===== config.mk =====
export PLATFORM = sky130hd
export DESIGN_NAME = pdv_top
export DESIGN_NICKNAME = d
export VERILOG_FILES = /design/src/rtl/pdv_pkg.sv /design/src/rtl/pdv_top.sv /design/src/rtl/pdv_addr_decode.sv
export SDC_FILE = /design/constraint.sdc
export NUM_CORES = 1
export LEC_CHECK = 0
export BUFFER_PORTS_ARGS = -buffer_cell sky130_fd_sc_hd__buf_2
export CAP_MARGIN = 20
export CORE_UTILIZATION = 45
export CTS_CLUSTER_SIZE = 12
export DETAILED_ROUTE_END_ITERATION = 8
export GPL_TIMING_DRIVEN = 0
export PLACE_DENSITY = 0.75
export SYNTH_ARGS = -nofsm -noshare
export SYNTH_HDL_FRONTEND = slang
export SYNTH_SLANG_ARGS = --single-unit

===== constraint.sdc =====
create_clock -name hclk -period 3.2 [get_ports hclk]
set_input_delay 0.16 -clock hclk [delete_from_list [all_inputs] [get_ports hclk]]
set_output_delay 0.16 -clock hclk [all_outputs]
set_load 0.02 [all_outputs]

===== src/rtl/pdv_pkg.sv =====
// Purpose: constants for the peripheral decode and vector map block
// Assumes: 16-bit data-space addresses, 32-bit register bus words
// Notes:   window bases, vector numbers and register offsets
package pdv_pkg;

	// ------------------------------------------------------------
	// lock key
	// ------------------------------------------------------------
	localparam logic [7:0]  LOCK_OPEN_KEY      = 8'hc5;
	localparam logic [7:0]  LOCK_KEY_RESET     = 8'h00;

	// ------------------------------------------------------------
	// register map (byte addresses, index times four)
	// ------------------------------------------------------------
	localparam logic [7:0]  IDX_LOCK_KEY       = 8'h0a;
	localparam logic [11:0] OFS_LOCK_KEY       = 12'h028;
	localparam logic [11:0] OFS_GLOBAL_CTRL    = 12'h040;
	localparam logic [11:0] OFS_FLAG_STATUS    = 12'h044;
	localparam logic [11:0] OFS_ENABLE_CTRL    = 12'h048;
	localparam logic [11:0] OFS_REQ_STATUS     = 12'h04c;
	localparam logic [11:0] OFS_DECODE_STATUS  = 12'h050;
	localparam int          GIE_BIT            = 0;

	// ------------------------------------------------------------
	// peripheral windows
	// ------------------------------------------------------------
	localparam int NUM_WIN = 13;
	localparam logic [15:0] WIN_BASE [NUM_WIN] = '{
		16'h0000, 16'h001c, 16'h0030, 16'h0120, 16'h0140, 16'h0180,
		16'h0800, 16'h0810, 16'h0820, 16'h0a00, 16'h0a40, 16'h0f00,
		16'h1000};
	localparam logic [15:0] WIN_SIZE [NUM_WIN] = '{
		16'h001c, 16'h0014, 16'h0010, 16'h0020, 16'h0040, 16'h0040,
		16'h0010, 16'h0010, 16'h0010, 16'h0040, 16'h0010, 16'h0100,
		16'h0100};
	localparam logic [3:0]  WIN_NONE           = 4'hf;

	// ------------------------------------------------------------
	// interrupt sources and vectors
	// ------------------------------------------------------------
	localparam int NUM_SRC = 20;
	localparam int NUM_VEC = 32;
	localparam logic [4:0] SRC_VEC [NUM_SRC] = '{
		5'd1, 5'd2, 5'd3, 5'd6, 5'd7, 5'd8, 5'd8, 5'd9, 5'd10, 5'd11,
		5'd12, 5'd13, 5'd17, 5'd24, 5'd25, 5'd26, 5'd27, 5'd28, 5'd29,
		5'd30};
	localparam int          SRC_NMI            = 0;
	localparam logic [31:0] VEC_ASSIGNED_MASK  = 32'h7f02_3fce;

	// ------------------------------------------------------------
	// debug port control and status space
	// ------------------------------------------------------------
	localparam logic [15:0] DBG_CS_LIMIT       = 16'h0010;

endpackage


===== src/rtl/pdv_top.sv =====
// Purpose: address decode, interrupt vector map, debug port lock gate
// Assumes: single clock hclk, asynchronous reset hresetn
// Notes:   registers over AHB-Lite, zero wait states, always OKAY
//
// Decided for this implementation: the AHB-Lite interface to the registers.
`timescale 1ns/100ps
`default_nettype none
module pdv_top
	import pdv_pkg::*;
(
	input  wire logic                 hclk,
	input  wire logic                 hresetn,
	input  wire logic                 clk_en,
	input  wire logic                 hsel,
	input  wire logic [31:0]          haddr,
	input  wire logic [1:0]           htrans,
	input  wire logic                 hwrite,
	input  wire logic [2:0]           hsize,
	input  wire logic [31:0]          hwdata,
	input  wire logic                 hready,
	output logic      [31:0]          hrdata,
	output logic                      hreadyout,
	output logic                      hresp,
	input  wire logic [15:0]          core_addr,
	output logic      [3:0]           periph_sel,
	output logic                      periph_hit,
	input  wire logic [NUM_SRC-1:0]   src_event,
	input  wire logic [NUM_SRC-1:0]   src_flag_clear,
	output logic      [NUM_VEC-1:0]   vector_req,
	input  wire logic                 dbg_req,
	input  wire logic                 dbg_write,
	input  wire logic [15:0]          dbg_addr,
	input  wire logic                 dbg_cs_space,
	output logic                      dbg_grant,
	output logic                      dbg_refused,
	output logic                      device_locked
);
	// ------------------------------------------------------------
	// state
	// ------------------------------------------------------------
	typedef struct packed {
		logic [31:0]        hrdata;
		logic               ready;
		logic               resp;
		logic               dph_valid;
		logic               dph_write;
		logic [11:0]        dph_addr;
		logic [7:0]         lock_key;
		logic               gie;
		logic [NUM_SRC-1:0] flags;
		logic [NUM_SRC-1:0] enables;
		logic [NUM_VEC-1:0] vec;
		logic [3:0]         psel;
		logic               phit;
		logic               grant;
		logic               refused;
		logic               locked;
	} pdv_state_t;

	pdv_state_t state_reg;
	pdv_state_t state_next;

	logic [3:0] dec_sel;
	logic       dec_hit;

	// ------------------------------------------------------------
	// address decoder
	// ------------------------------------------------------------
	pdv_addr_decode u_decode (
		.addr    (core_addr),
		.win_sel (dec_sel),
		.win_hit (dec_hit)
	);

	// ------------------------------------------------------------
	// helper functions
	// ------------------------------------------------------------
	function automatic logic [NUM_SRC-1:0] mask_word(
		input logic [31:0] w
	);
		mask_word = w[NUM_SRC-1:0];
	endfunction

	// key check, used by the gate and the locked flag
	function automatic logic key_is_open(
		input logic [7:0] key
	);
		key_is_open = (key == LOCK_OPEN_KEY);
	endfunction

	// debug request allowed: open, or a control and status read
	function automatic logic dbg_allowed(
		input logic        key_ok,
		input logic        cs_space,
		input logic        wr_req,
		input logic [15:0] addr
	);
		logic cs_read;
		cs_read     = cs_space && !wr_req && (addr < DBG_CS_LIMIT);
		dbg_allowed = key_ok || cs_read;
	endfunction

	// flag update: write one clears, pin clears, event sets last
	function automatic logic [NUM_SRC-1:0] flag_update(
		input logic [NUM_SRC-1:0] cur,
		input logic [NUM_SRC-1:0] sw_clr,
		input logic [NUM_SRC-1:0] pin_clr,
		input logic [NUM_SRC-1:0] event_in
	);
		logic [NUM_SRC-1:0] kept;
		kept        = cur & ~sw_clr & ~pin_clr;
		flag_update = kept | event_in;
	endfunction

	// vector map: a pending source raises its mapped vector (sources 5 and 6 share 8), non-NMI sources only with gie
	function automatic logic [NUM_VEC-1:0] vector_map(
		input logic [NUM_SRC-1:0] pend,
		input logic               gie
	);
		logic [NUM_VEC-1:0] v;
		v = '0;
		for (int s = 0; s < NUM_SRC; s++) begin
			if (pend[s] && (s == SRC_NMI || gie)) begin
				v[SRC_VEC[s]] = 1'b1;
			end
		end
		vector_map = v & VEC_ASSIGNED_MASK;
	endfunction

	// read data for one register offset
	function automatic logic [31:0] read_mux(
		input logic [11:0]        ofs,
		input logic [7:0]         key,
		input logic               gie,
		input logic [NUM_SRC-1:0] flags,
		input logic [NUM_SRC-1:0] enables,
		input logic [NUM_VEC-1:0] vec,
		input logic               locked,
		input logic               phit,
		input logic [3:0]         psel
	);
		logic [31:0] rd;
		rd = 32'h0000_0000;
		unique case (ofs)
			OFS_LOCK_KEY: begin
				rd[7:0] = key;
			end
			OFS_GLOBAL_CTRL: begin
				rd[GIE_BIT] = gie;
			end
			OFS_FLAG_STATUS: begin
				rd[NUM_SRC-1:0] = flags;
			end
			OFS_ENABLE_CTRL: begin
				rd[NUM_SRC-1:0] = enables;
			end
			OFS_REQ_STATUS: begin
				rd = vec;
			end
			OFS_DECODE_STATUS: begin
				rd[5]   = locked;
				rd[4]   = phit;
				rd[3:0] = psel;
			end
			default: begin
				rd = 32'h0000_0000;
			end
		endcase
		read_mux = rd;
	endfunction

	typedef struct packed {
		logic key;
		logic gie;
		logic flags;
		logic enables;
	} pdv_wr_t;

	// write strobes for one data phase
	function automatic pdv_wr_t write_decode(
		input logic        valid,
		input logic        wr_req,
		input logic [11:0] ofs
	);
		pdv_wr_t wr;
		wr = '0;
		if (valid && wr_req) begin
			unique case (ofs)
				OFS_LOCK_KEY: begin
					wr.key = 1'b1;
				end
				OFS_GLOBAL_CTRL: begin
					wr.gie = 1'b1;
				end
				OFS_FLAG_STATUS: begin
					wr.flags = 1'b1;
				end
				OFS_ENABLE_CTRL: begin
					wr.enables = 1'b1;
				end
				default: ;
			endcase
		end
		write_decode = wr;
	endfunction

	// ------------------------------------------------------------
	// next state
	// ------------------------------------------------------------
	always_comb begin
		logic               is_open;
		logic               take;
		pdv_wr_t            wr;
		logic [NUM_SRC-1:0] sw_clr;
		logic [NUM_SRC-1:0] pend;
		state_next = state_reg;
		is_open    = 1'b0;
		take       = 1'b0;
		wr         = '0;
		sw_clr     = '0;
		pend       = '0;

		// bus handshake, zero wait states, always okay
		state_next.ready = 1'b1;
		state_next.resp  = 1'b0;
		take             = hsel && hready && htrans[1];

		// write data phase
		wr = write_decode(state_reg.dph_valid, state_reg.dph_write, state_reg.dph_addr);
		if (wr.key) begin
			state_next.lock_key = hwdata[7:0];
		end
		if (wr.gie) begin
			state_next.gie = hwdata[GIE_BIT];
		end
		if (wr.enables) begin
			state_next.enables = mask_word(hwdata);
		end
		if (wr.flags) begin
			sw_clr = mask_word(hwdata);
		end

		// interrupt flags, set wins over clear
		state_next.flags = flag_update(
			state_reg.flags,
			sw_clr,
			src_flag_clear,
			src_event
		);

		// address phase capture and read data
		state_next.dph_valid = take;
		state_next.dph_write = hwrite;
		state_next.dph_addr  = haddr[11:0];
		state_next.hrdata    = 32'h0000_0000;
		if (take && !hwrite) begin
			state_next.hrdata = read_mux(
				haddr[11:0],
				state_reg.lock_key,
				state_reg.gie,
				state_reg.flags,
				state_reg.enables,
				state_reg.vec,
				state_reg.locked,
				state_reg.phit,
				state_reg.psel
			);
		end

		// vector requests
		pend           = state_reg.flags & state_reg.enables;
		state_next.vec = vector_map(pend, state_reg.gie);

		// decoder outputs
		state_next.psel = dec_sel;
		state_next.phit = dec_hit;

		// debug port gate, locked flag follows the key in the same edge
		is_open            = key_is_open(state_reg.lock_key);
		state_next.locked  = !key_is_open(state_next.lock_key);
		state_next.grant   = 1'b0;
		state_next.refused = 1'b0;
		if (dbg_req) begin
			if (dbg_allowed(is_open, dbg_cs_space, dbg_write, dbg_addr)) begin
				state_next.grant = 1'b1;
			end else begin
				state_next.refused = 1'b1;
			end
		end
	end

	// ------------------------------------------------------------
	// registers
	// ------------------------------------------------------------
	always_ff @(posedge hclk or negedge hresetn) begin
		if (!hresetn) begin
			state_reg          <= '0;
			state_reg.lock_key <= LOCK_KEY_RESET;
			state_reg.locked   <= 1'b1;
			state_reg.ready    <= 1'b1;
		end else if (clk_en) begin
			state_reg <= state_next;
		end
	end

	// ------------------------------------------------------------
	// outputs
	// ------------------------------------------------------------
	// bus side
	assign hrdata        = state_reg.hrdata;
	assign hreadyout     = state_reg.ready;
	assign hresp         = state_reg.resp;

	// decoder side
	assign periph_sel    = state_reg.psel;
	assign periph_hit    = state_reg.phit;

	// interrupt side
	assign vector_req    = state_reg.vec;

	// debug side
	assign dbg_grant     = state_reg.grant;
	assign dbg_refused   = state_reg.refused;
	assign device_locked = state_reg.locked;
endmodule
`default_nettype wire


===== src/rtl/pdv_addr_decode.sv =====
// Purpose: decode a data-space address into one peripheral window
// Assumes: windows do not overlap
// Notes:   no match gives pdv_pkg::WIN_NONE
`timescale 1ns/100ps
`default_nettype none
module pdv_addr_decode
	import pdv_pkg::*;
(
	input  wire logic [15:0] addr,
	output logic      [3:0]  win_sel,
	output logic             win_hit
);
	// ------------------------------------------------------------
	// window match
	// ------------------------------------------------------------
	always_comb begin
		win_sel = WIN_NONE;
		win_hit = 1'b0;
		for (int i = 0; i < NUM_WIN; i++) begin
			if (addr >= WIN_BASE[i] && addr < WIN_BASE[i] + WIN_SIZE[i]) begin
				win_sel = 4'(i);
				win_hit = 1'b1;
			end
		end
	end
endmodule
`default_nettype wire


==> results of run 1 <==
-- logic make-up after synthesis --
family	Yosys count
buf+inv	155
compound gates	144
simple gates	141
flops	117
mux	56
other cells	2
xor+xnor	1
-- final timing paths --
path | start | to | slack (ns)
hold reg to reg | state_reg[96] | state_reg[96] | 0.50
max in group asynchronous | hresetn | device_locked | 2.28
min in group asynchronous | hresetn | hrdata[30] | 0.17
setup / recovery | haddr[9] | hrdata[18] | 0.42
setup reg to reg | state_reg[98] | state_reg[81] | 0.65
hold / removal | hwdata[8] | state_reg[48] | 0.01
-- layout by cell type, fill, tap and decap left out, drive strengths merged, types with 5 or more instances in the layout --
cell / instances
buf: 236
dfrtp: 116
inv: 55
clkbuf: 52
mux2: 43
o22ai: 40
nand2: 37
dlygate4sd3: 36
o21ai: 35
and3: 24
nor2: 21
a22o: 20
conb: 20
a22oi: 15
mux2i: 13
a21oi: 13
nand3: 8
nor2b: 8
nor4: 8
nand2b: 5
nand4: 5
or4: 5
-- area by class of cell --
type	count	area share, %
Tap cell	176	2.68
Buffer	100	7.80
Sequential cell	117	35.7
Clock inverter	3	0.488
Clock buffer	28	6.42
Multi-Input combinational cell	362	29.9
Inverter	55	2.51
Timing Repair Buffer	196	14.5
-- stage by stage --
| stage | power (mW) | instance area (um^2) |
|---|---|---|
| after floorplan | 1.78 | 6230 |
| after global placement | 1.95 | 7250 |
| after detailed placement | 1.96 | 7280 |
| after CTS | 3.81 | 8210 |
| after global routing | 3.93 | 8210 |
| final | 3.79 | 8210 |
-- timing repair --
action / in CTS / in global routing
buffers inserted: 0 / 0
hold endpoints to repair: 152 / 0
hold buffers: 36 / 0
-- layer usage --
layer / GRT usage [%] / routed length, um / vias to the layer above
li1: - / - / 2570
met1: 33.2 / 7640 / 2616
met2: 42.6 / 8530 / 184
met3: 6.18 / 932 / 24
met4: 8.31 / 288 / 0
met5: 0 / 0 / -
-- critical path: cells and delay by family --
kind / cells / cell delay (ns)
and+or+nand+nor: 3 / 1.69
buffers and inverters: 3 / 0.92
AOI/OAI and AO/OA: 2 / 0.33
-- power by group through the flow --
stage	combinational, mW	clock [mW]	sequential, mW
2_1_floorplan	0.180	0	1.60
4_1_cts	0.384	1.84	1.59
3_3_place_gp	0.337	0	1.61
6_report	0.383	1.82	1.59
5_1_grt	0.421	1.91	1.60
3_5_place_dp	0.348	0	1.61
==> reports/qor.yml, run 1 <==
stdcell_count: 1037
hold_violations: 0
grt.total_usage_pct: 25.8
timing.final.ws_setup_ns: 0.417
powerDensity_nw_per_um2: 462
ys_seq_area_share_pct: 47.5
ys_async_sr_fraction_pct: 100
ant_nets: 0
p_int_mw: 2.91
seqCellArea_um2: 2930
start_util_pct: 46.4
hp-class: "in2reg"
ir_drop_uv: 304
synth.mux.area_fraction_pct: 10.5
hpwl_mm: 12.4
crit_chain: "dlygate4sd3_1 > buf_2 > or4_1 > or4_1 > clkbuf_1 > nor2_1 > a22oi_1 > o22ai_1"
hold_slack_ns: 0.0131
fmax_mhz: 359
grt_pass1_wl_mm: 28.0
power.share.combinational_pct: 10.1
slowest_stage: "or4_1"
clock_path_buffers: 2
multi_input_area_um2: 2460
slew_viol_final: 0
syn_to_final_growth_pct: 33.2
worstRegToRegCells: 5
core-area_um2: 13300
slew_headroom_pct: 47.0
setup_viol: 0
cp.required_ns: 3.53
synth_adder_area_share_pct: 0
place_ws_ns: 0.618
dieWidth_um: 119
p_sw_uw: 884
drv_cap: 0
synth_cell_type_count: 52
p_clk_share_pct: 47.9
status: "completed"
critPathMaxStageDelay_ns: 0.62
end_kind: "flip-flop"
yosysMostFrequentCell: "dfrtp_1"
placedCellCount: 970
rsz0062_at_grt: "false"
insertion_delay_ns: 0.41
antenna-diode-count: 0
syn-instance-count: 616
arrival_ns: 3.11
crit_path_frequent_cell: "or4_1"
ys_warn_count: 0
synth-compound-area-share_pct: 15.4
synthSimpleGateAreaFrac_pct: 12.7
synth_edf_count: 0
routedWlPerCell_um: 16.8
postSynthAreaPerCell_um2: 10.0
utilization_pct: 61.8
cts-root-buf: "clkbuf_16"
p_leak_nw: 4.02
crit_type: "in2reg"
yosys-top-cells-count: "116 x dfrtp_1, 70 x buf_4, 55 x inv_1"
worstMarginPinSlew_ns: 0.795
grt_max_degree: 99
clk_pin_slew_ns: 0.05
avgViaCountPerCell: 5.20
period_needed_ns: 2.78
swShare_pct: 23.3
synth_top_cell_area_share_pct: 47.1
tns_ns: 0
cp-start-kind: "input port"
io_pins: 224
place_congestion: 0.870
die_y_um: 119
hold_depth: 2
num_rows: 42
drt-initial-drc-count: 379
crit_fanout: 8
io_buffers: 159
htreeDepth: 4
skew_ns: 0.00816
synthXorXnorAreaFrac_pct: 0.142
ys.flop_type: "dfrtp_1"
synth_top_cell_by_area: "dfrtp_1"
antenna_found_initial: 0
finalCritPeriodShare_pct: 87.0
dieArea_um2: 14200
drtPass1Iterations: 4
seqPwrFrac_pct: 42.0
nNetsFinal: 999
synth_seq_cells: 117
first_global_vias: 5436
wl_mm: 17.4
cts_resized: 0
vias: 5394
cts_tree: "built"
drc: 0
largest_reg_flops: 63
grt-ovfl-total: 0
fill_cells: 1106
drive_gt1_share_pct: 35.8
synth_top_family_by_area: "compound AO/OA/AOI/OAI gates"
numCtsBuffers: 17
clock-sinks: 117
synthTopCellsByArea: "dfrtp_1 47%, buf_4 8.5%, mux2_2 6.4%, o22ai_1 4.1%, inv_1 3.3%"
syn-cell-area_um2: 6170
Power figures use the tool's default switching activity.
==> inputs of run 2 (changes only) <==
==> constraint.sdc (replaced) <==
create_clock -name hclk -period 3.4 [get_ports hclk]
set_input_delay 0.17 -clock hclk [delete_from_list [all_inputs] [get_ports hclk]]
set_output_delay 0.17 -clock hclk [all_outputs]
set_load 0.02 [all_outputs]
==> reports/qor.yml, run 2 (synthesis results as in run 1) <==
status: "completed"
drc: 0  # unchanged
critPathMaxStageDelay_ns: 0.60  # -0.02 ns
drive_gt1_share_pct: 36.3  # +0.55 points
stdcell_count: 1024  # -1.3%
seqPwrFrac_pct: 42.1  # about the same
num_rows: 42  # unchanged
drt-initial-drc-count: 408  # +7.7%
drv_cap: 0  # unchanged
place_congestion: 0.870  # unchanged
clk_pin_slew_ns: 0.05  # about the same
fill_cells: 1123  # +1.5%
crit_type: "reg2reg"
io_buffers: 159  # unchanged
powerDensity_nw_per_um2: 440  # -4.7%
p_sw_uw: 831  # -6.0%
rsz0062_at_grt: "false"
dieArea_um2: 14200  # unchanged
dieWidth_um: 119  # unchanged
hold_violations: 0  # unchanged
drtPass1Iterations: 6  # +2
p_clk_share_pct: 48.1  # +0.2 points
placedCellCount: 970  # unchanged
grt-ovfl-total: 0  # unchanged
period_needed_ns: 2.55
cp.required_ns: 3.69  # +0.16 ns
crit_chain: "or4_4 > or2_1 > nor3b_2 > nor3b_4 > mux2_4"
wl_mm: 17.1  # -1.7%
dpl_cell_area_um2: 7280  # unchanged
clock_path_buffers: 2  # unchanged
timing.final.ws_setup_ns: 0.854  # +0.438 ns
skew_ns: 0.00689  # -0.00127 ns
fmax_mhz: 393
grt_pass1_wl_mm: 27.7  # -1.1%
nNetsFinal: 986  # -1.3%
setup_viol: 0  # unchanged
grt.total_usage_pct: 25.5  # -0.28 points
syn_to_final_growth_pct: 31.0
cp-start-kind: "flip-flop"
slowest_stage: "nor3b_4"
grt_max_degree: 99  # unchanged
layout.cells.most_common: "buf_2"
arrival_ns: 2.84  # -0.27 ns
hp-class: "in2reg"
largest_reg_flops: 63  # unchanged
ctsHoldBuffers: 23  # -36%
routedWlPerCell_um: 16.7  # -0.47%
numCtsBuffers: 17  # unchanged
htreeDepth: 4  # unchanged
tns_ns: 0  # unchanged
p_leak_nw: 3.97  # -1.3%
p_int_mw: 2.72  # -6.2%
finalCritPeriodShare_pct: 74.9
io_pins: 224  # unchanged
first_global_vias: 5349  # -1.6%
place_ws_ns: 0.808  # +0.190 ns
final_area_um2: 8080  # -1.6%
cts_setup_buffers: 0  # unchanged
slew_headroom_pct: 45.7  # -1.3 points
start_util_pct: 46.4  # unchanged
ir_drop_uv: 287  # -5.7%
cts_resized: 0  # unchanged
ant_nets: 0  # unchanged
clock-sinks: 117  # unchanged
mostFrequentLayoutCells: "160 x buf_2, 116 x dfrtp_1, 70 x buf_4"
antenna-diode-count: 0  # unchanged
cts-root-buf: "clkbuf_16"
insertion_delay_ns: 0.41  # about the same
antenna_found_initial: 0  # unchanged
cts_tree: "built"
power.share.combinational_pct: 9.8  # -0.3 points
vias: 5342  # -0.96%
die_y_um: 119  # unchanged
avgViaCountPerCell: 5.22  # +0.29%
slew_viol_final: 0  # unchanged
end_kind: "flip-flop"
crit_fanout: 8  # unchanged
swShare_pct: 23.4  # +0.040 points
core-area_um2: 13300  # unchanged
worstMarginPinSlew_ns: 0.815  # +0.0197 ns
hpwl_mm: 12.4  # unchanged
[run 2: changes by cell type in the layout (fill, tap and decap cells not counted), sizes merged]
cell,before,now
dlygate4sd3,36,23
[run 2: final cells by class]
cell class / instances / area (um^2) / area share [%]
Sequential cell: 117 / 2930 / 36.2
Clock inverter: 3 / 40.0 / 0.496
Clock buffer: 28 / 527 / 6.52
Buffer: 100 / 641 / 7.93
Tap cell: 176 / 220 / 2.73
Multi-Input combinational cell: 362 / 2460 / 30.4
Timing Repair Buffer: 183 / 1060 / 13.1
Inverter: 55 / 206 / 2.55
[run 2: final timing paths]
path / end / startpoint / cells past startpoint / slack (ns)
max: state_reg[81] / state_reg[98] / 5 / 0.85
min: state_reg[98] / haddr[9] / 2 / 0.02
max reg2reg: state_reg[81] / state_reg[98] / 5 / 0.85
min reg2reg: state_reg[96] / state_reg[96] / 1 / 0.50
max in group asynchronous: device_locked / hresetn / 3 / 2.49
min in group asynchronous: hrdata[30] / hresetn / 2 / 0.17
[run 2: power by group through the flow]
| stage | logic, mW | registers (mW) | clock network, mW |
|---|---|---|---|
| final | 0.349 | 1.50 | 1.71 |
| after detailed placement | 0.327 | 1.52 | 0 |
| after CTS | 0.350 | 1.50 | 1.73 |
| after global routing | 0.384 | 1.50 | 1.80 |
| after global placement | 0.318 | 1.52 | 0 |
| after floorplan | 0.170 | 1.51 | 0 |
[run 2: critical path: cells and delay by family (launching register included)]
kind	cells	cell delay (ns)
DFF	1	0.38
muxes	1	0.35
and+or+nand+nor	4	1.70
[run 2: per-stage QoR]
step | util [%] | hold WS, ns | total power [mW]
after floorplan | - | -0.126 | 1.67
after global placement | 54.5 | 0.396 | 1.83
after detailed placement | 54.8 | 0.0235 | 1.84
after CTS | 60.8 | 0.000793 | 3.57
after global routing | 60.8 | 0.00898 | 3.68
final | 60.8 | 0.0178 | 3.56
[run 2: layer usage]
layer / share of wire [%] / GRT usage [%] / up-vias / wire [um]
met5: 0 / 0 / - / 0
met4: 1.8 / 8.15 / 0 / 306
met3: 5.5 / 6.23 / 29 / 947
met2: 48 / 41.9 / 196 / 8270
met1: 44 / 33.0 / 2571 / 7570
li1: - / - / 2546 / -
==> inputs of run 3 (changes only) <==
--- a/config.mk
+++ b/config.mk
@@ -5,13 +5,14 @@
 export SDC_FILE = /design/constraint.sdc
 export NUM_CORES = 1
 export LEC_CHECK = 0
+export ABC_AREA = 1
 export BUFFER_PORTS_ARGS = -buffer_cell sky130_fd_sc_hd__buf_2
 export CAP_MARGIN = 20
 export CORE_UTILIZATION = 45
 export CTS_CLUSTER_SIZE = 12
 export DETAILED_ROUTE_END_ITERATION = 8
 export GPL_TIMING_DRIVEN = 0
-export PLACE_DENSITY = 0.75
+export PLACE_DENSITY = 0.74
 export SYNTH_ARGS = -nofsm -noshare
 export SYNTH_HDL_FRONTEND = slang
 export SYNTH_SLANG_ARGS = --single-unit
==> constraint.sdc (replaced) <==
create_clock -name hclk -period 2.6 [get_ports hclk]
set_input_delay 0.13 -clock hclk [delete_from_list [all_inputs] [get_ports hclk]]
set_output_delay 0.13 -clock hclk [all_outputs]
set_load 0.02 [all_outputs]
==> reports/qor.yml, run 3 <==
status: "completed"
drv_cap: 0  # unchanged
place_ws_ns: 0.809  # +0.00115 ns
final_area_um2: 8480  # +4.9%
place_congestion: 0.907  # +4.3%
hold_violations: 0  # unchanged
grt_pass1_wl_mm: 30.0  # +8.3%
arrival_ns: 2.11  # -0.73 ns
start_util_pct: 46.5  # +0.12 points
hpwl_mm: 14.0  # +13%
syn-cell-area_um2: 6500  # +5.5%
routedWlPerCell_um: 15.0  # -10%
mostFrequentLayoutCells: "207 x nand2_1, 162 x buf_2, 116 x dfrtp_1"
period_needed_ns: 1.85  # -0.694 ns
io_buffers: 161  # +1.3%
ir_drop_uv: 522  # +82%
drive_gt1_share_pct: 26.3  # -10 points
skew_ns: 0.00667  # -0.000217 ns
yosys-top-cells-count: "207 x nand2_1, 116 x dfrtp_1, 107 x inv_1"
vias: 6400  # +20%
ys_seq_area_share_pct: 45.0  # -2.5 points
synth_edf_count: 0  # unchanged
dieArea_um2: 14900  # +5.4%
critPathMaxStageDelay_ns: 0.40  # -0.20 ns
slew_viol_final: 0  # unchanged
worstMarginPinSlew_ns: 0.670  # -0.145 ns
syn-instance-count: 854  # +39%
cts_resized: 0  # unchanged
cp.required_ns: 2.86  # -0.83 ns
syn_to_final_growth_pct: 30.3
drtPass1Iterations: 5  # -1
antenna-diode-count: 0  # unchanged
powerDensity_nw_per_um2: 553  # +26%
dpl_cell_area_um2: 7640  # +4.8%
grt.total_usage_pct: 26.7  # +1.2 points
ys_async_sr_fraction_pct: 100  # unchanged
rsz0062_at_grt: "false"
drt-initial-drc-count: 644  # +58%
p_leak_nw: 4.62  # +16%
num_rows: 43  # +2.4%
crit_fanout: 10  # +2
yosysMostFrequentCell: "nand2_1"
nNetsFinal: 1232  # +25%
synth_seq_cells: 117  # unchanged
setup_viol: 0  # unchanged
placedCellCount: 1214  # +25%
synth_top_cell_by_area: "dfrtp_1"
finalCritPeriodShare_pct: 71.2  # -3.7 points
ys.flop_type: "dfrtp_1"
clock_path_buffers: 2  # unchanged
utilization_pct: 60.6  # -0.18 points
end_kind: "flip-flop"
clock-sinks: 117  # unchanged
synth_top_cell_area_share_pct: 44.6  # -2.4 points
cp-start-kind: "flip-flop"
core-area_um2: 14000  # +5.2%
die_y_um: 122  # +2.7%
slowest_stage: "dfrtp_1"
fmax_mhz: 540  # +37%
crit_chain: "nor2_1 > nand2_1 > nor3_1 > nand4_1 > clkbuf_1 > o21ai_0 > a22oi_1"
hold_slack_ns: 0.00599  # -0.0118 ns
largest_reg_flops: 63  # unchanged
htreeDepth: 4  # unchanged
clk_pin_slew_ns: 0.05  # about the same
numCtsBuffers: 17  # unchanged
antenna_found_initial: 0  # unchanged
grt-ovfl-total: 0  # unchanged
drc: 0  # unchanged
ys_warn_count: 0  # unchanged
crit_type: "reg2reg"
tns_ns: 0  # unchanged
synth_cell_type_count: 33  # -37%
synthTopCellsByArea: "dfrtp_1 45%, nand2_1 12%, buf_4 8.1%, o21ai_0 6.2%, inv_1 6.2%"
io_pins: 224  # unchanged
slew_headroom_pct: 55.3  # +9.6 points
cts_tree: "built"
hp-class: "in2reg"
postSynthAreaPerCell_um2: 7.62  # -24%
cts_setup_buffers: 0  # unchanged
timing.final.ws_setup_ns: 0.748  # -0.106 ns
first_global_vias: 6188  # +16%
fill_cells: 1280  # +14%
wl_mm: 19.1  # +12%
avgViaCountPerCell: 5.03  # -3.6%
stdcell_count: 1273  # +24%
grt_max_degree: 96  # -3.0%
layout.cells.most_common: "nand2_1"
finalPower_mw: 4.69  # +32%
cts-root-buf: "clkbuf_16"
dieWidth_um: 122  # +2.7%
ant_nets: 0  # unchanged
insertion_delay_ns: 0.41  # about the same
-- run 3: cell types whose count changed in the layout (fill, tap and decap cells not counted), sizes merged, moves of 20 or more --
cell   delta
nand3    +28
nor2     +76
o21ai    +60
o22ai    -24
mux2     -43
nand2   +176
inv      +58
and3     -24
a22o     -20
-- run 3: logic make-up after synthesis --
family	count (synthesis)	share of synthesized area, %
flip-flops	117	45.0
AND/OR/NAND/NOR	378	24.9
other	2	0.115
AO/OA/AOI/OAI	147	13.3
buffers and inverters	210	16.7
-- run 3: layer usage --
layer	vias to the layer above	share of wire, %	global-route usage [%]
met4	0	1.9	8.84
met2	256	47	43.0
met5	-	0	0
li1	3108	-	-
met3	30	7.6	5.81
met1	3006	43	35.7
-- run 3: what timing repair did --
action / in CTS / in global routing
endpoints found under the hold margin: 145 / 0
hold buffers: 29 / 0
setup endpoints to repair: 0 / 0
-- run 3: power breakdown --
group	leakage [nW]	internal [mW]	total, mW	switching [mW]
clock network	0.271	1.44	2.20	0.762
logic	2.83	0.208	0.544	0.336
registers	1.51	1.90	1.94	0.0415
total	4.62	3.55	4.69	1.14
-- run 3: final timing paths --
| check | from | depth (start not counted) | to | slack (ns) |
|---|---|---|---|---|
| setup / recovery | state_reg[98] | 7 | state_reg[79] | 0.75 |
| hold / removal | hwdata[10] | 3 | state_reg[50] | 0.006 |
| setup reg to reg | state_reg[98] | 7 | state_reg[79] | 0.75 |
| hold reg to reg | dbg_grant | 2 | dbg_grant | 0.47 |
| max in group asynchronous | hresetn | 3 | state_reg[50] | 1.70 |
| min in group asynchronous | hresetn | 2 | hrdata[27] | 0.14 |
-- run 3: area by class of cell --
| class | count | area (um^2) | share of cell area, % |
|---|---|---|---|
| clock inverter | 5 | 75.1 | 0.886 |
| inverter | 114 | 429 | 5.06 |
| tap | 180 | 225 | 2.66 |
| sequential | 117 | 2930 | 34.6 |
| buffer | 96 | 656 | 7.73 |
| multi-input combinational | 545 | 2560 | 30.2 |
| clock buffer | 25 | 475 | 5.61 |
| timing repair buffer | 191 | 1130 | 13.3 |
-- run 3: critical path: cells and delay by family (launching register included) --
kind                   cells  cell delay [ns]
and+or+nand+nor            4             0.62
DFF                        1             0.40
AOI/OAI and AO/OA          2             0.38
buffers and inverters      1             0.30
